[src/inc/sccc_regs.svh]
// Register offsets, field positions, reset values and timing counts of the control channel block.
// Included by the design file only; holds definitions only.
`ifndef SCCC_REGS_SVH
`define SCCC_REGS_SVH
`define SCCC_OFF_GENERAL_CONFIG_TWO 8'h04
`define SCCC_OFF_MASTER_CFG 8'h05
`define SCCC_OFF_DES_ADDR 8'h06
`define SCCC_OFF_SLAVE_PHYS 8'h07
`define SCCC_OFF_SLAVE_ALIAS 8'h08
`define SCCC_OFF_PORT_SELECT 8'h1E
`define SCCC_RESET_VALUE 8'h00
`define SCCC_CFG2_MASK 8'h03
`define SCCC_MASTER_MASK 8'h1F
`define SCCC_ADDR7_MASK 8'hFE
`define SCCC_ADDR_FREEZE_MASK 8'hFF
`define SCCC_PORT_SEL_MASK 8'h01
`define SCCC_BIT_CRC_OV_VAL 0
`define SCCC_BIT_CRC_OV_EN 1
`define SCCC_BIT_WD_DISABLE 0
`define SCCC_BIT_WD_FAST 1
`define SCCC_BIT_LOCAL_WR_BLOCK 2
`define SCCC_SDA_DLY_LSB 3
`define SCCC_BIT_FREEZE 0
`define SCCC_CLK_PERIOD_NS 8
`define SCCC_SDA_DLY_BASE_NS 200
`define SCCC_SDA_DLY_STEP_NS 40
`define SCCC_WD_FAST_NS 50000
`define SCCC_WD_SLOW_NS 1000000000
`define SCCC_CLEAR_HALF_NS 5000
`define SCCC_CLEAR_PULSES 9
`endif

[src/inc/sccc_pkg.sv]
// Types shared by the control channel block and its bench.
// Assumes nothing beyond the register header.
package sccc_pkg;
  typedef enum logic [1:0] {SCCC_FWD_NONE, SCCC_FWD_DES, SCCC_FWD_SLAVE} sccc_target_t;
  typedef struct packed {
    logic valid;
    sccc_target_t target;
    logic [6:0] addr;
  } sccc_fwd_t;
  typedef enum {SCCC_WD_WATCH, SCCC_WD_FREE, SCCC_WD_LOW, SCCC_WD_HIGH} sccc_wd_state_t;
endpackage : sccc_pkg

[src/hdl/sccc_core.sv]
// Control channel configuration: register file with two port copies, address
// remapping, SDA output delay, enhanced CRC selection and the bus watchdog.
// Assumes register accesses arrive already decoded from the I2C slave on clock_in,
// and that the bus pins come straight from the pads.
`timescale 1ns/1ps
`include "sccc_regs.svh"

// Behaviour
// - Override enable set: CRC follows override value.
// - Port-specific registers follow second port select.
// - SDA delayed 200 ns plus 40 ns steps.
// - Block remote writes to local registers.
// - Remote slave forwarding ignores write block.
// - Watchdog 50 us fast, one second slow.
// - Disable bit stops watchdog supervision.
// - SDA high through timeout: bus free.
// - SDA low through timeout: nine SCL pulses.
// - Deserializer address zero disables its access.
// - Auto-load deserializer address after lock unless frozen.
// - Freeze keeps software-written deserializer address.
// - Alias hits remapped to physical slave address.
// - Alias decoded; zero alias disables slave.
// - Override off: CRC follows deserializer capabilities.
module sccc_core #(
  parameter int WD_FAST_CYCLES = `SCCC_WD_FAST_NS / `SCCC_CLK_PERIOD_NS,
  parameter int WD_SLOW_CYCLES = `SCCC_WD_SLOW_NS / `SCCC_CLK_PERIOD_NS
) (
  // Clock, reset and clock enable
  input wire logic clock_in,
  input wire logic rst_n_in,
  input wire logic ce_in,
  // Decoded register access
  input wire logic reg_wr_in,
  input wire logic reg_rd_in,
  input wire logic reg_remote_in,
  input wire logic [7:0] reg_addr_in,
  input wire logic [7:0] reg_wdata_in,
  output logic [7:0] reg_rdata_out,
  output logic reg_wr_refused_out,
  // Incoming transaction address to decode
  input wire logic addr_valid_in,
  input wire logic [6:0] addr_in,
  output sccc_pkg::sccc_fwd_t fwd_out,
  // Control channel events
  input wire logic rx_lock_in,
  input wire logic id_load_in,
  input wire logic id_load_port_in,
  input wire logic [6:0] id_load_addr_in,
  input wire logic [1:0] des_crc_cap_in,
  output logic [1:0] crc_enable_out,
  // Bus pins
  input wire logic scl_pin_in,
  input wire logic sda_pin_in,
  input wire logic sda_drive_in,
  output logic sda_out,
  output logic sda_oe_out,
  output logic scl_out,
  output logic scl_oe_out,
  output logic bus_free_out
);

  localparam int SDA_BASE_CYC = `SCCC_SDA_DLY_BASE_NS / `SCCC_CLK_PERIOD_NS;
  localparam int SDA_STEP_CYC = `SCCC_SDA_DLY_STEP_NS / `SCCC_CLK_PERIOD_NS;
  localparam int HALF_CYC = `SCCC_CLEAR_HALF_NS / `SCCC_CLK_PERIOD_NS;

  function automatic logic [7:0] sdly_cycles(input logic [1:0] code);
    sdly_cycles = 8'(SDA_BASE_CYC + SDA_STEP_CYC * int'(code));
  endfunction : sdly_cycles

  function automatic logic addr_hit(input logic [7:0] field, input logic [6:0] addr);
    addr_hit = (field[7:1] != 7'h00) && (field[7:1] == addr);
  endfunction : addr_hit

  // Register storage; port-specific registers hold one copy per transmit port.
  logic [7:0] cfg2_reg [2];
  logic [7:0] des_reg [2];
  logic [7:0] slv_reg [2];
  logic [7:0] alias_reg [2];
  logic [7:0] master_reg;
  logic [7:0] psel_reg;

  wire logic port_w = psel_reg[0];
  wire logic local_wr = reg_wr_in && !(reg_remote_in && master_reg[`SCCC_BIT_LOCAL_WR_BLOCK]);
  wire logic wr_blocked = reg_wr_in && reg_remote_in && master_reg[`SCCC_BIT_LOCAL_WR_BLOCK];
  wire logic wr_cfg2 = local_wr && (reg_addr_in == `SCCC_OFF_GENERAL_CONFIG_TWO);
  wire logic wr_master = local_wr && (reg_addr_in == `SCCC_OFF_MASTER_CFG);
  wire logic wr_des = local_wr && (reg_addr_in == `SCCC_OFF_DES_ADDR);
  wire logic wr_slv = local_wr && (reg_addr_in == `SCCC_OFF_SLAVE_PHYS);
  wire logic wr_alias = local_wr && (reg_addr_in == `SCCC_OFF_SLAVE_ALIAS);
  wire logic wr_psel = local_wr && (reg_addr_in == `SCCC_OFF_PORT_SELECT);
  wire logic hw_load = id_load_in && rx_lock_in && !des_reg[id_load_port_in][`SCCC_BIT_FREEZE];

  logic [7:0] rdata_mux;
  always_comb begin
    case (reg_addr_in)
      `SCCC_OFF_GENERAL_CONFIG_TWO: rdata_mux = cfg2_reg[port_w];
      `SCCC_OFF_MASTER_CFG: rdata_mux = master_reg;
      `SCCC_OFF_DES_ADDR: rdata_mux = des_reg[port_w];
      `SCCC_OFF_SLAVE_PHYS: rdata_mux = slv_reg[port_w];
      `SCCC_OFF_SLAVE_ALIAS: rdata_mux = alias_reg[port_w];
      `SCCC_OFF_PORT_SELECT: rdata_mux = psel_reg;
      default: rdata_mux = `SCCC_RESET_VALUE;
    endcase
  end

  // Register writes; a control channel load wins over a software write in the same cycle.
  always_ff @(posedge clock_in) begin
    if (!rst_n_in) begin
      for (int i = 0; i < 2; i++) begin
        cfg2_reg[i] <= `SCCC_RESET_VALUE;
        des_reg[i] <= `SCCC_RESET_VALUE;
        slv_reg[i] <= `SCCC_RESET_VALUE;
        alias_reg[i] <= `SCCC_RESET_VALUE;
      end
      master_reg <= `SCCC_RESET_VALUE;
      psel_reg <= `SCCC_RESET_VALUE;
      reg_rdata_out <= `SCCC_RESET_VALUE;
      reg_wr_refused_out <= 1'b0;
    end else if (ce_in) begin
      if (wr_cfg2) cfg2_reg[port_w] <= reg_wdata_in & `SCCC_CFG2_MASK;
      if (wr_master) master_reg <= reg_wdata_in & `SCCC_MASTER_MASK;
      if (wr_des) des_reg[port_w] <= reg_wdata_in & `SCCC_ADDR_FREEZE_MASK;
      if (wr_slv) slv_reg[port_w] <= reg_wdata_in & `SCCC_ADDR7_MASK;
      if (wr_alias) alias_reg[port_w] <= reg_wdata_in & `SCCC_ADDR7_MASK;
      if (wr_psel) psel_reg <= reg_wdata_in & `SCCC_PORT_SEL_MASK;
      if (hw_load) begin
        des_reg[id_load_port_in] <= {id_load_addr_in, 1'b0};
      end
      if (reg_rd_in) reg_rdata_out <= rdata_mux;
      reg_wr_refused_out <= wr_blocked;
    end
  end

  // Address decode against the selected port's copies.
  wire logic hit_des = addr_hit(des_reg[port_w], addr_in);
  wire logic hit_alias = addr_hit(alias_reg[port_w], addr_in);
  sccc_pkg::sccc_fwd_t fwd_next;
  always_comb begin
    fwd_next.valid = addr_valid_in;
    fwd_next.target = sccc_pkg::SCCC_FWD_NONE;
    fwd_next.addr = addr_in;
    if (hit_des) begin
      fwd_next.target = sccc_pkg::SCCC_FWD_DES;
    end else if (hit_alias) begin
      fwd_next.target = sccc_pkg::SCCC_FWD_SLAVE;
      fwd_next.addr = slv_reg[port_w][7:1];
    end
  end

  // Enhanced CRC selection per port.
  logic [1:0] crc_next;
  always_comb begin
    for (int p = 0; p < 2; p++) begin
      crc_next[p] = cfg2_reg[p][`SCCC_BIT_CRC_OV_EN] ? cfg2_reg[p][`SCCC_BIT_CRC_OV_VAL]
                                                     : des_crc_cap_in[p];
    end
  end

  always_ff @(posedge clock_in) begin
    if (!rst_n_in) begin
      fwd_out <= '0;
      crc_enable_out <= 2'h0;
    end else if (ce_in) begin
      fwd_out <= fwd_next;
      crc_enable_out <= crc_next;
    end
  end

  // Pin synchronisers and edge detection.
  logic [1:0] scl_sync_reg;
  logic [1:0] sda_sync_reg;
  logic scl_last_reg;
  logic sda_last_reg;
  always_ff @(posedge clock_in) begin
    if (!rst_n_in) begin
      scl_sync_reg <= 2'h3;
      sda_sync_reg <= 2'h3;
      scl_last_reg <= 1'b1;
      sda_last_reg <= 1'b1;
    end else if (ce_in) begin
      scl_sync_reg <= {scl_sync_reg[0], scl_pin_in};
      sda_sync_reg <= {sda_sync_reg[0], sda_pin_in};
      scl_last_reg <= scl_sync_reg[1];
      sda_last_reg <= sda_sync_reg[1];
    end
  end
  wire logic scl_s = scl_sync_reg[1];
  wire logic sda_s = sda_sync_reg[1];
  wire logic scl_fall = scl_last_reg && !scl_s;
  wire logic activity = (scl_last_reg != scl_s) || (sda_last_reg != sda_s);

  // SDA output change is held back after each SCL falling edge.
  logic [7:0] sdly_cnt_reg;
  always_ff @(posedge clock_in) begin
    if (!rst_n_in) begin
      sdly_cnt_reg <= 8'h00;
      sda_oe_out <= 1'b0;
    end else if (ce_in) begin
      if (scl_fall) begin
        sdly_cnt_reg <= sdly_cycles(master_reg[`SCCC_SDA_DLY_LSB +: 2]);
      end else if (sdly_cnt_reg != 8'h00) begin
        sdly_cnt_reg <= sdly_cnt_reg - 8'h01;
        if (sdly_cnt_reg == 8'h01) sda_oe_out <= sda_drive_in;
      end
    end
  end
  always_ff @(posedge clock_in) begin
    if (!rst_n_in) sda_out <= 1'b0;
    else if (ce_in) sda_out <= 1'b0;
  end

  // Bus watchdog.
  sccc_pkg::sccc_wd_state_t wd_state_reg;
  logic [26:0] wd_cnt_reg;
  logic [3:0] pulse_cnt_reg;
  wire logic wd_off = master_reg[`SCCC_BIT_WD_DISABLE];
  wire logic [26:0] wd_limit = master_reg[`SCCC_BIT_WD_FAST] ? 27'(WD_FAST_CYCLES)
                                                             : 27'(WD_SLOW_CYCLES);
  wire logic wd_expired = (wd_cnt_reg >= wd_limit - 27'h1);
  wire logic half_done = (wd_cnt_reg >= 27'(HALF_CYC - 1));

  always_ff @(posedge clock_in) begin
    if (!rst_n_in) begin
      wd_state_reg <= sccc_pkg::SCCC_WD_WATCH;
      wd_cnt_reg <= 27'h0;
      pulse_cnt_reg <= 4'h0;
      scl_oe_out <= 1'b0;
      bus_free_out <= 1'b0;
    end else if (ce_in) begin
      case (wd_state_reg)
        sccc_pkg::SCCC_WD_WATCH: begin
          scl_oe_out <= 1'b0;
          if (wd_off || activity) begin
            wd_cnt_reg <= 27'h0;
          end else if (wd_expired) begin
            wd_cnt_reg <= 27'h0;
            if (sda_s) begin
              wd_state_reg <= sccc_pkg::SCCC_WD_FREE;
              bus_free_out <= 1'b1;
            end else begin
              wd_state_reg <= sccc_pkg::SCCC_WD_LOW;
              pulse_cnt_reg <= 4'h0;
              scl_oe_out <= 1'b1;
            end
          end else begin
            wd_cnt_reg <= wd_cnt_reg + 27'h1;
          end
        end
        sccc_pkg::SCCC_WD_FREE: begin
          if (activity || wd_off) begin
            bus_free_out <= 1'b0;
            wd_state_reg <= sccc_pkg::SCCC_WD_WATCH;
          end
        end
        sccc_pkg::SCCC_WD_LOW: begin
          if (half_done) begin
            wd_cnt_reg <= 27'h0;
            scl_oe_out <= 1'b0;
            pulse_cnt_reg <= pulse_cnt_reg + 4'h1;
            wd_state_reg <= sccc_pkg::SCCC_WD_HIGH;
          end else begin
            wd_cnt_reg <= wd_cnt_reg + 27'h1;
          end
        end
        sccc_pkg::SCCC_WD_HIGH: begin
          if (half_done) begin
            wd_cnt_reg <= 27'h0;
            if (pulse_cnt_reg == 4'(`SCCC_CLEAR_PULSES)) begin
              wd_state_reg <= sccc_pkg::SCCC_WD_WATCH;
            end else begin
              scl_oe_out <= 1'b1;
              wd_state_reg <= sccc_pkg::SCCC_WD_LOW;
            end
          end else begin
            wd_cnt_reg <= wd_cnt_reg + 27'h1;
          end
        end
        default: begin
          wd_state_reg <= sccc_pkg::SCCC_WD_WATCH;
          scl_oe_out <= 1'b0;
        end
      endcase
    end
  end

  always_ff @(posedge clock_in) begin
    if (!rst_n_in) scl_out <= 1'b0;
    else if (ce_in) scl_out <= 1'b0;
  end

endmodule : sccc_core

[config.mk]
export PLATFORM = sky130hd
export DESIGN_NAME = sccc_core
export DESIGN_NICKNAME = d
export VERILOG_FILES = /design/src/inc/sccc_pkg.sv /design/src/hdl/sccc_core.sv
export VERILOG_INCLUDE_DIRS = /design/src /design/src/inc
export SDC_FILE = /design/constraint.sdc
export NUM_CORES = 1
export LEC_CHECK = 0
export BUFFER_PORTS_ARGS = -buffer_cell sky130_fd_sc_hd__buf_4
export CAP_MARGIN = 15
export CORE_AREA = 3 3 135 98
export CTS_BUF_LIST = sky130_fd_sc_hd__clkbuf_4 sky130_fd_sc_hd__clkbuf_8 sky130_fd_sc_hd__clkbuf_16
export CTS_CLUSTER_SIZE = 24
export DETAILED_ROUTE_END_ITERATION = 10
export DIE_AREA = 0 0 138 101
export PLACE_DENSITY_LB_ADDON = 0.1
export SYNTH_ARGS = -nofsm -noshare
export SYNTH_HDL_FRONTEND = slang
export SYNTH_SLANG_ARGS = --single-unit
[constraint.sdc]
create_clock -name clock_in -period 2.95 [get_ports clock_in]
set_input_delay 0.59 -clock clock_in [delete_from_list [all_inputs] [get_ports clock_in]]
set_output_delay 0.59 -clock clock_in [all_outputs]
set_load 0.05 [all_outputs]
# After elaboration in Yosys (flattened, before gate mapping)
# Memories as Yosys holds them, arrays and structs flattened. A register that Yosys moved wholly into a read port is not among the register bits.
# Index checks and enable logic that the tools add are counted.
# W data, S select, Z words.
# totals
romBits	0
latch_bits	0
mem_count	4
ram_bits	48
inputBits	45
register_bits	107
wordCells	182
out_inout_bits	26
# mem_list
memory	words	width	read_ports	rd_ports_with_merged_regs	write_ports	line	source
des_reg	2	8	2	1	2	sccc_core.sv:76	logic [7:0] des_reg [2];
alias_reg	2	7	1	1	2	sccc_core.sv:78	logic [7:0] alias_reg [2];
slv_reg	2	7	1	1	2	sccc_core.sv:77	logic [7:0] slv_reg [2];
cfg2_reg	2	2	3	1	2	sccc_core.sv:75	logic [7:0] cfg2_reg [2];
# op_classes
add_sub_neg	5
reduce_logical	44
n_mul	1
eq_ne	23
n_lt_le_gt_ge	2
shift	0
n_mux	82
n_div	0
bitwise_logic	2
# ops
operator	n
$mux W32	5
$pmux W32 S4	1
$mux W27	4
$eq A32 B2 Y1 const B	2
$pmux W27 S2	1
$mux W1	51
$pmux W8 S6	1
$eq A32 B1 Y1 const B	1
$eq A8 B3 Y1 const B	4
$logic_not A32 Y1	1
$mux W8	4
$add A27 B1 Y27 const B	1
$ge A27 B10 Y1 const B	1
$ge A27 B27 Y1	1
$sub A27 B1 Y27 const B	1
$mux W7	3
$reduce_and A6 Y1	3
$mux W4	4
$ne A2 B2 Y1 const B	8
$reduce_or A8 Y1	2
$logic_and A1 B1 Y1	15
$eq A7 B7 Y1	2
$reduce_bool A7 Y1	2
$reduce_or A7 Y1	2
other kinds (23)	39

# Depth between registers and ports, before layout
# depth
ltp_word	10
depth_mapped	9
ltp_nobuf	8

# Worst setup path before layout
# No wires, ideal clock.
# synth_timing
path_kind	reg2reg
from	reg master_reg[1]
to	reg wd_cnt_reg[11]
stages_incl_launch_ff	9
period_less_slack_ns	2.509
required_time_ns	2.819
arrival_ns	2.378
path_buffers	1
slack_ns	0.441
setup_ns	0.131
path_cell_list	dfxtp_1 > ha_1 > and3_1 > nor4b_1 > o211ai_1 > o211a_2 > a31oi_1 > clkbuf_1 > nor3b_1
# synth_between
elab_chain_cells	6
# synth_lines
element	line	source
start, declared	sccc_core.sv:79	logic [7:0] master_reg;
start signal, assigned	sccc_core.sv:115	master_reg <= `SCCC_RESET_VALUE;
start signal, assigned	sccc_core.sv:121	if (wr_master) master_reg <= reg_wdata_in & `SCCC_MASTER_MASK;
$mux W27	sccc_core.sv:217	wire logic [26:0] wd_limit = master_reg[`SCCC_BIT_WD_FAST] ? 27'(WD_FAST_CYCLES)
$sub A27 B1 Y27	sccc_core.sv:219	wire logic wd_expired = (wd_cnt_reg >= wd_limit - 27'h1);
$ge A27 B27 Y1	sccc_core.sv:219	
$mux W27	sccc_core.sv:235	end else if (wd_expired) begin
$mux W27	sccc_core.sv:233	if (wd_off || activity) begin
$pmux W27 S2	sccc_core.sv:230	case (wd_state_reg)
end signal, assigned	sccc_core.sv:246	wd_cnt_reg <= wd_cnt_reg + 27'h1;
end signal, assigned	sccc_core.sv:262	wd_cnt_reg <= wd_cnt_reg + 27'h1;
end signal, assigned	sccc_core.sv:275	wd_cnt_reg <= wd_cnt_reg + 27'h1;
end, declared	sccc_core.sv:214	logic [26:0] wd_cnt_reg;
# Every way passes these cells.
# A chain may end at the register's enable or synchronous reset.

# Worst setup path in the final report
# layout_timing
from	reg master_reg[1]
to	reg wd_cnt_reg[3]
# The elaborated chain is that of the path after synthesis.

==> impl_metrics.csv <==
group,metric,value,unit
run_status,status,"finished clean",
sta,rsz0062_at_grt,"no",
route,routed_via_density,6.17,
grt,grt_max_degree,73,
floorplan,core,12200,um^2
pwr,power.leakage,3.23,nW
logic_synthesis,synth.distinct_cells,69,
sta,min_period,2.61,ns
floorplan,die_h,101,um
pwr,p_comb_share,12.9,%
sta,clock.fmax,383,MHz
placement,routabilityCongestion,1.04,
logic_synthesis,seq_area_frac_synth,41.8,%
critical_path,crit_family,"compound AO/OA/AOI/OAI gates",
placement,place_hpwl,13900,um
logic_synthesis,synth_top_area_share,22.4,%
cells_and_area,syn2layout_area_growth,18.3,%
critical_path,cp_max_fo,24,
floorplan,die_w,138,um
route,postRouteAntennaNets,0,
logic_synthesis,synth_most_common_cell,"nand2_1",
critical_path,crit_path_start_kind,"flip-flop",
pwr,seqPwrFrac,41.4,%
critical_path,end_kind,"flip-flop",
min_path,hold_path_class,"in -> reg",
route,num_vias,6160,
clock_network,cts_buffers,17,
cells_and_area,diodes,0,
clock_network,ctsResizeCount,0,
sta,finalHoldViolations,0,
sta,tightest_slew,0.661,ns
critical_path,crit_required,3.27,ns
route,drc_errors,0,
critical_path,worstPathArrival,2.93,ns
clock_network,cts_post_setup_buffers_inserted,0,
cells_and_area,fin_nets,897,
logic_synthesis,synthMuxAreaShare,6.52,%
sta,setup_tns,0,ns
pwr,power.switching,0.00121,W
logic_synthesis,synth-compound-area-share,14.1,%
sta,slew_viol_final,0,
logic_synthesis,synthTopCellsByArea,"dfxtp_1 22%, edfxtp_1 19%, mux2i_1 6.2%, ha_1 5.1%, nand2_1 4.3%",
logic_synthesis,yosys-top-cells-count,"82 x nand2_1, 80 x dfxtp_1, 46 x edfxtp_1",
logic_synthesis,syn_inst,750,
grt,grt_pass1_wl,30800,um
route,routedWlPerCell,19.1,um
logic_synthesis,synth_warnings,0,
logic_synthesis,synth_top_family_by_area,"simple AND/OR/NAND/NOR gates",
floorplan,die_area,13900,um^2
critical_path,max_stage_delay,0.52,ns
floorplan,ios,71,
logic_synthesis,async_flop_share,0,%
clock_network,clk_pin_slew,0.06,ns
grt,grt.total_usage,27.5,%
logic_synthesis,synth_edf_count,46,
sta,setup_viol,0,
logic_synthesis,synth-xor-area-share,4.91,%
cells_and_area,largest_reg_flops,27,
grt,overflow,0,
pwr,pwr-share-clk,45.7,%
sta,period_share,88.5,%
grt,antenna_found_initial,0,
grt,grt_pass1_vias,5895,
clock_network,cts-root-buf,"clkbuf_16",
pwr,switching_share,26.0,%
cells_and_area,drive_gt1_share,16.9,%
route,drtPass1Iterations,5,
placement,port_buffers,68,
logic_synthesis,synth_top_area_cell,"dfxtp_1",
critical_path,criticalPathCategory,"reg -> reg",
floorplan,num_rows,34,
clock_network,hold_buffers,0,
sta,finClkSkew,0.00787,ns
logic_synthesis,synthesis.area,7140,um^2
cells_and_area,fin_area,8440,um^2
logic_synthesis,synth-seq-cells,126,
clock_network,cts_tree,"done",
pwr,power_density,553,nW/um^2
clock_network,cts_sinks,126,
sta,relSlewSlack,55.5,%
route,drt-total-wl,19000,um
clock_network,cts_max_level,4,
placement,placed_area,7840,um^2
route,drtIter0Drc,577,
floorplan,start_util,58.7,%
logic_synthesis,synth_ff_type,"dfxtp_1",
pwr,p_int,0.00345,W
logic_synthesis,synth_fa_ha_area_share,5.08,%
run,drv_cap,0,
critical_path,worst_path_max_delay_cell,"dfxtp_1",
logic_synthesis,syn-mean-instance-area,9.52,um^2
pwr,ir_drop,0.408,mV
critical_path,crit_buf_inv,1,
clock_network,clk_latency,0.41,ns
clock_network,ctsLongestPathBuffers,2,
critical_path,cp_cell_sequence,"ha_1 -> a211oi_1 -> o21ai_0 -> a221oi_1 -> o211a_2 -> a31oi_1 -> buf_4 -> nor3b_1",
logic_synthesis,synth-simple-area-share,24.1,%
## power by group through the flow
stage	registers [W]	logic [W]	clock network, W
floorplan	0.00199	0.000368	0
global placement	0.00196	0.000570	0
detailed placement	0.00197	0.000591	0
CTS	0.00193	0.000595	0.00215
global route	0.00194	0.000660	0.00225
finish	0.00193	0.000600	0.00213
## layout by cell type, fill, tap and decap left out, types with 5 or more instances in the layout
cell type | synthesis | layout
a21boi_0 | 5 | 5
a21oi_1 | 16 | 16
a22oi_1 | 8 | 8
and2_1 | 36 | 36
and3_1 | 11 | 11
buf_4 | 2 | 89
clkbuf_16 | 0 | 17
dfxtp_1 | 80 | 80
edfxtp_1 | 46 | 46
ha_1 | 29 | 29
inv_1 | 20 | 20
mux2i_1 | 44 | 44
nand2_1 | 82 | 82
nand3_1 | 25 | 25
nand3b_1 | 13 | 13
nand4_1 | 14 | 14
nor2_1 | 40 | 40
nor2b_1 | 18 | 18
nor3_1 | 15 | 15
nor3b_1 | 27 | 27
nor4_1 | 11 | 11
o2111ai_1 | 8 | 8
o211a_1 | 5 | 5
o21ai_0 | 34 | 34
o21ai_1 | 6 | 6
o22ai_1 | 6 | 6
o311ai_2 | 7 | 7
xnor2_1 | 19 | 19
xor2_1 | 21 | 21
## final cells by class
cell class | count | area [um^2]
fillers | 932 | 3730
clock inverters | 14 | 168
well taps | 162 | 203
inverters | 20 | 75.1
repair buffers | 89 | 668
clock buffers | 18 | 433
flip-flops and latches | 126 | 2980
multi-input cells | 569 | 3910
## logic make-up (layout without fill, tap and decap cells)
logic type,Yosys count,count (layout)
XOR/XNOR,40,40
AND/OR/NAND/NOR,316,316
AO/OA/AOI/OAI,136,136
multiplexers,46,46
buffers and inverters,56,141
flip-flops,126,126
other,1,2
adder cells (fa/ha/maj),29,29
## final timing paths
check	startpoint	end	slack, ns	cells past startpoint
worst min-delay path	sda_pin_in	sda_sync_reg[0]	0.40	3
worst min register to register	reg_wr_refused_out	reg_wr_refused_out	0.47	2
worst max register to register	master_reg[1]	wd_cnt_reg[3]	0.34	8
worst max-delay path	master_reg[1]	wd_cnt_reg[3]	0.34	8
## tightest hold or removal path: stages
cell	delay [ns]
buf_4	0.08
mux2i_1	0.05
nand2_1	0.06
## stage by stage
stage               hold WS (ns)  utilization, %  std cells  setup WS [ns]  power, W
floorplan                  0.442               -        751          0.441   0.00236
global placement           0.453            64.4        966          0.573   0.00253
detailed placement         0.454            64.4        966          0.384   0.00256
CTS                        0.394            69.4        998          0.362   0.00468
global route               0.407            69.4        998          0.156   0.00485
finish                     0.403            69.4        998          0.339   0.00467
## per-layer routing
metal	share of wire [%]	GRT usage, %	wire length (um)	vias up
li1	-	-	-	2900
met5	0	0	0	-
met1	48	40.0	9070	2971
met2	43	41.8	8220	271
met4	0.87	6.83	166	0
met3	8.3	6.21	1580	18
No activity file was read; power rests on OpenSTA's default activity.
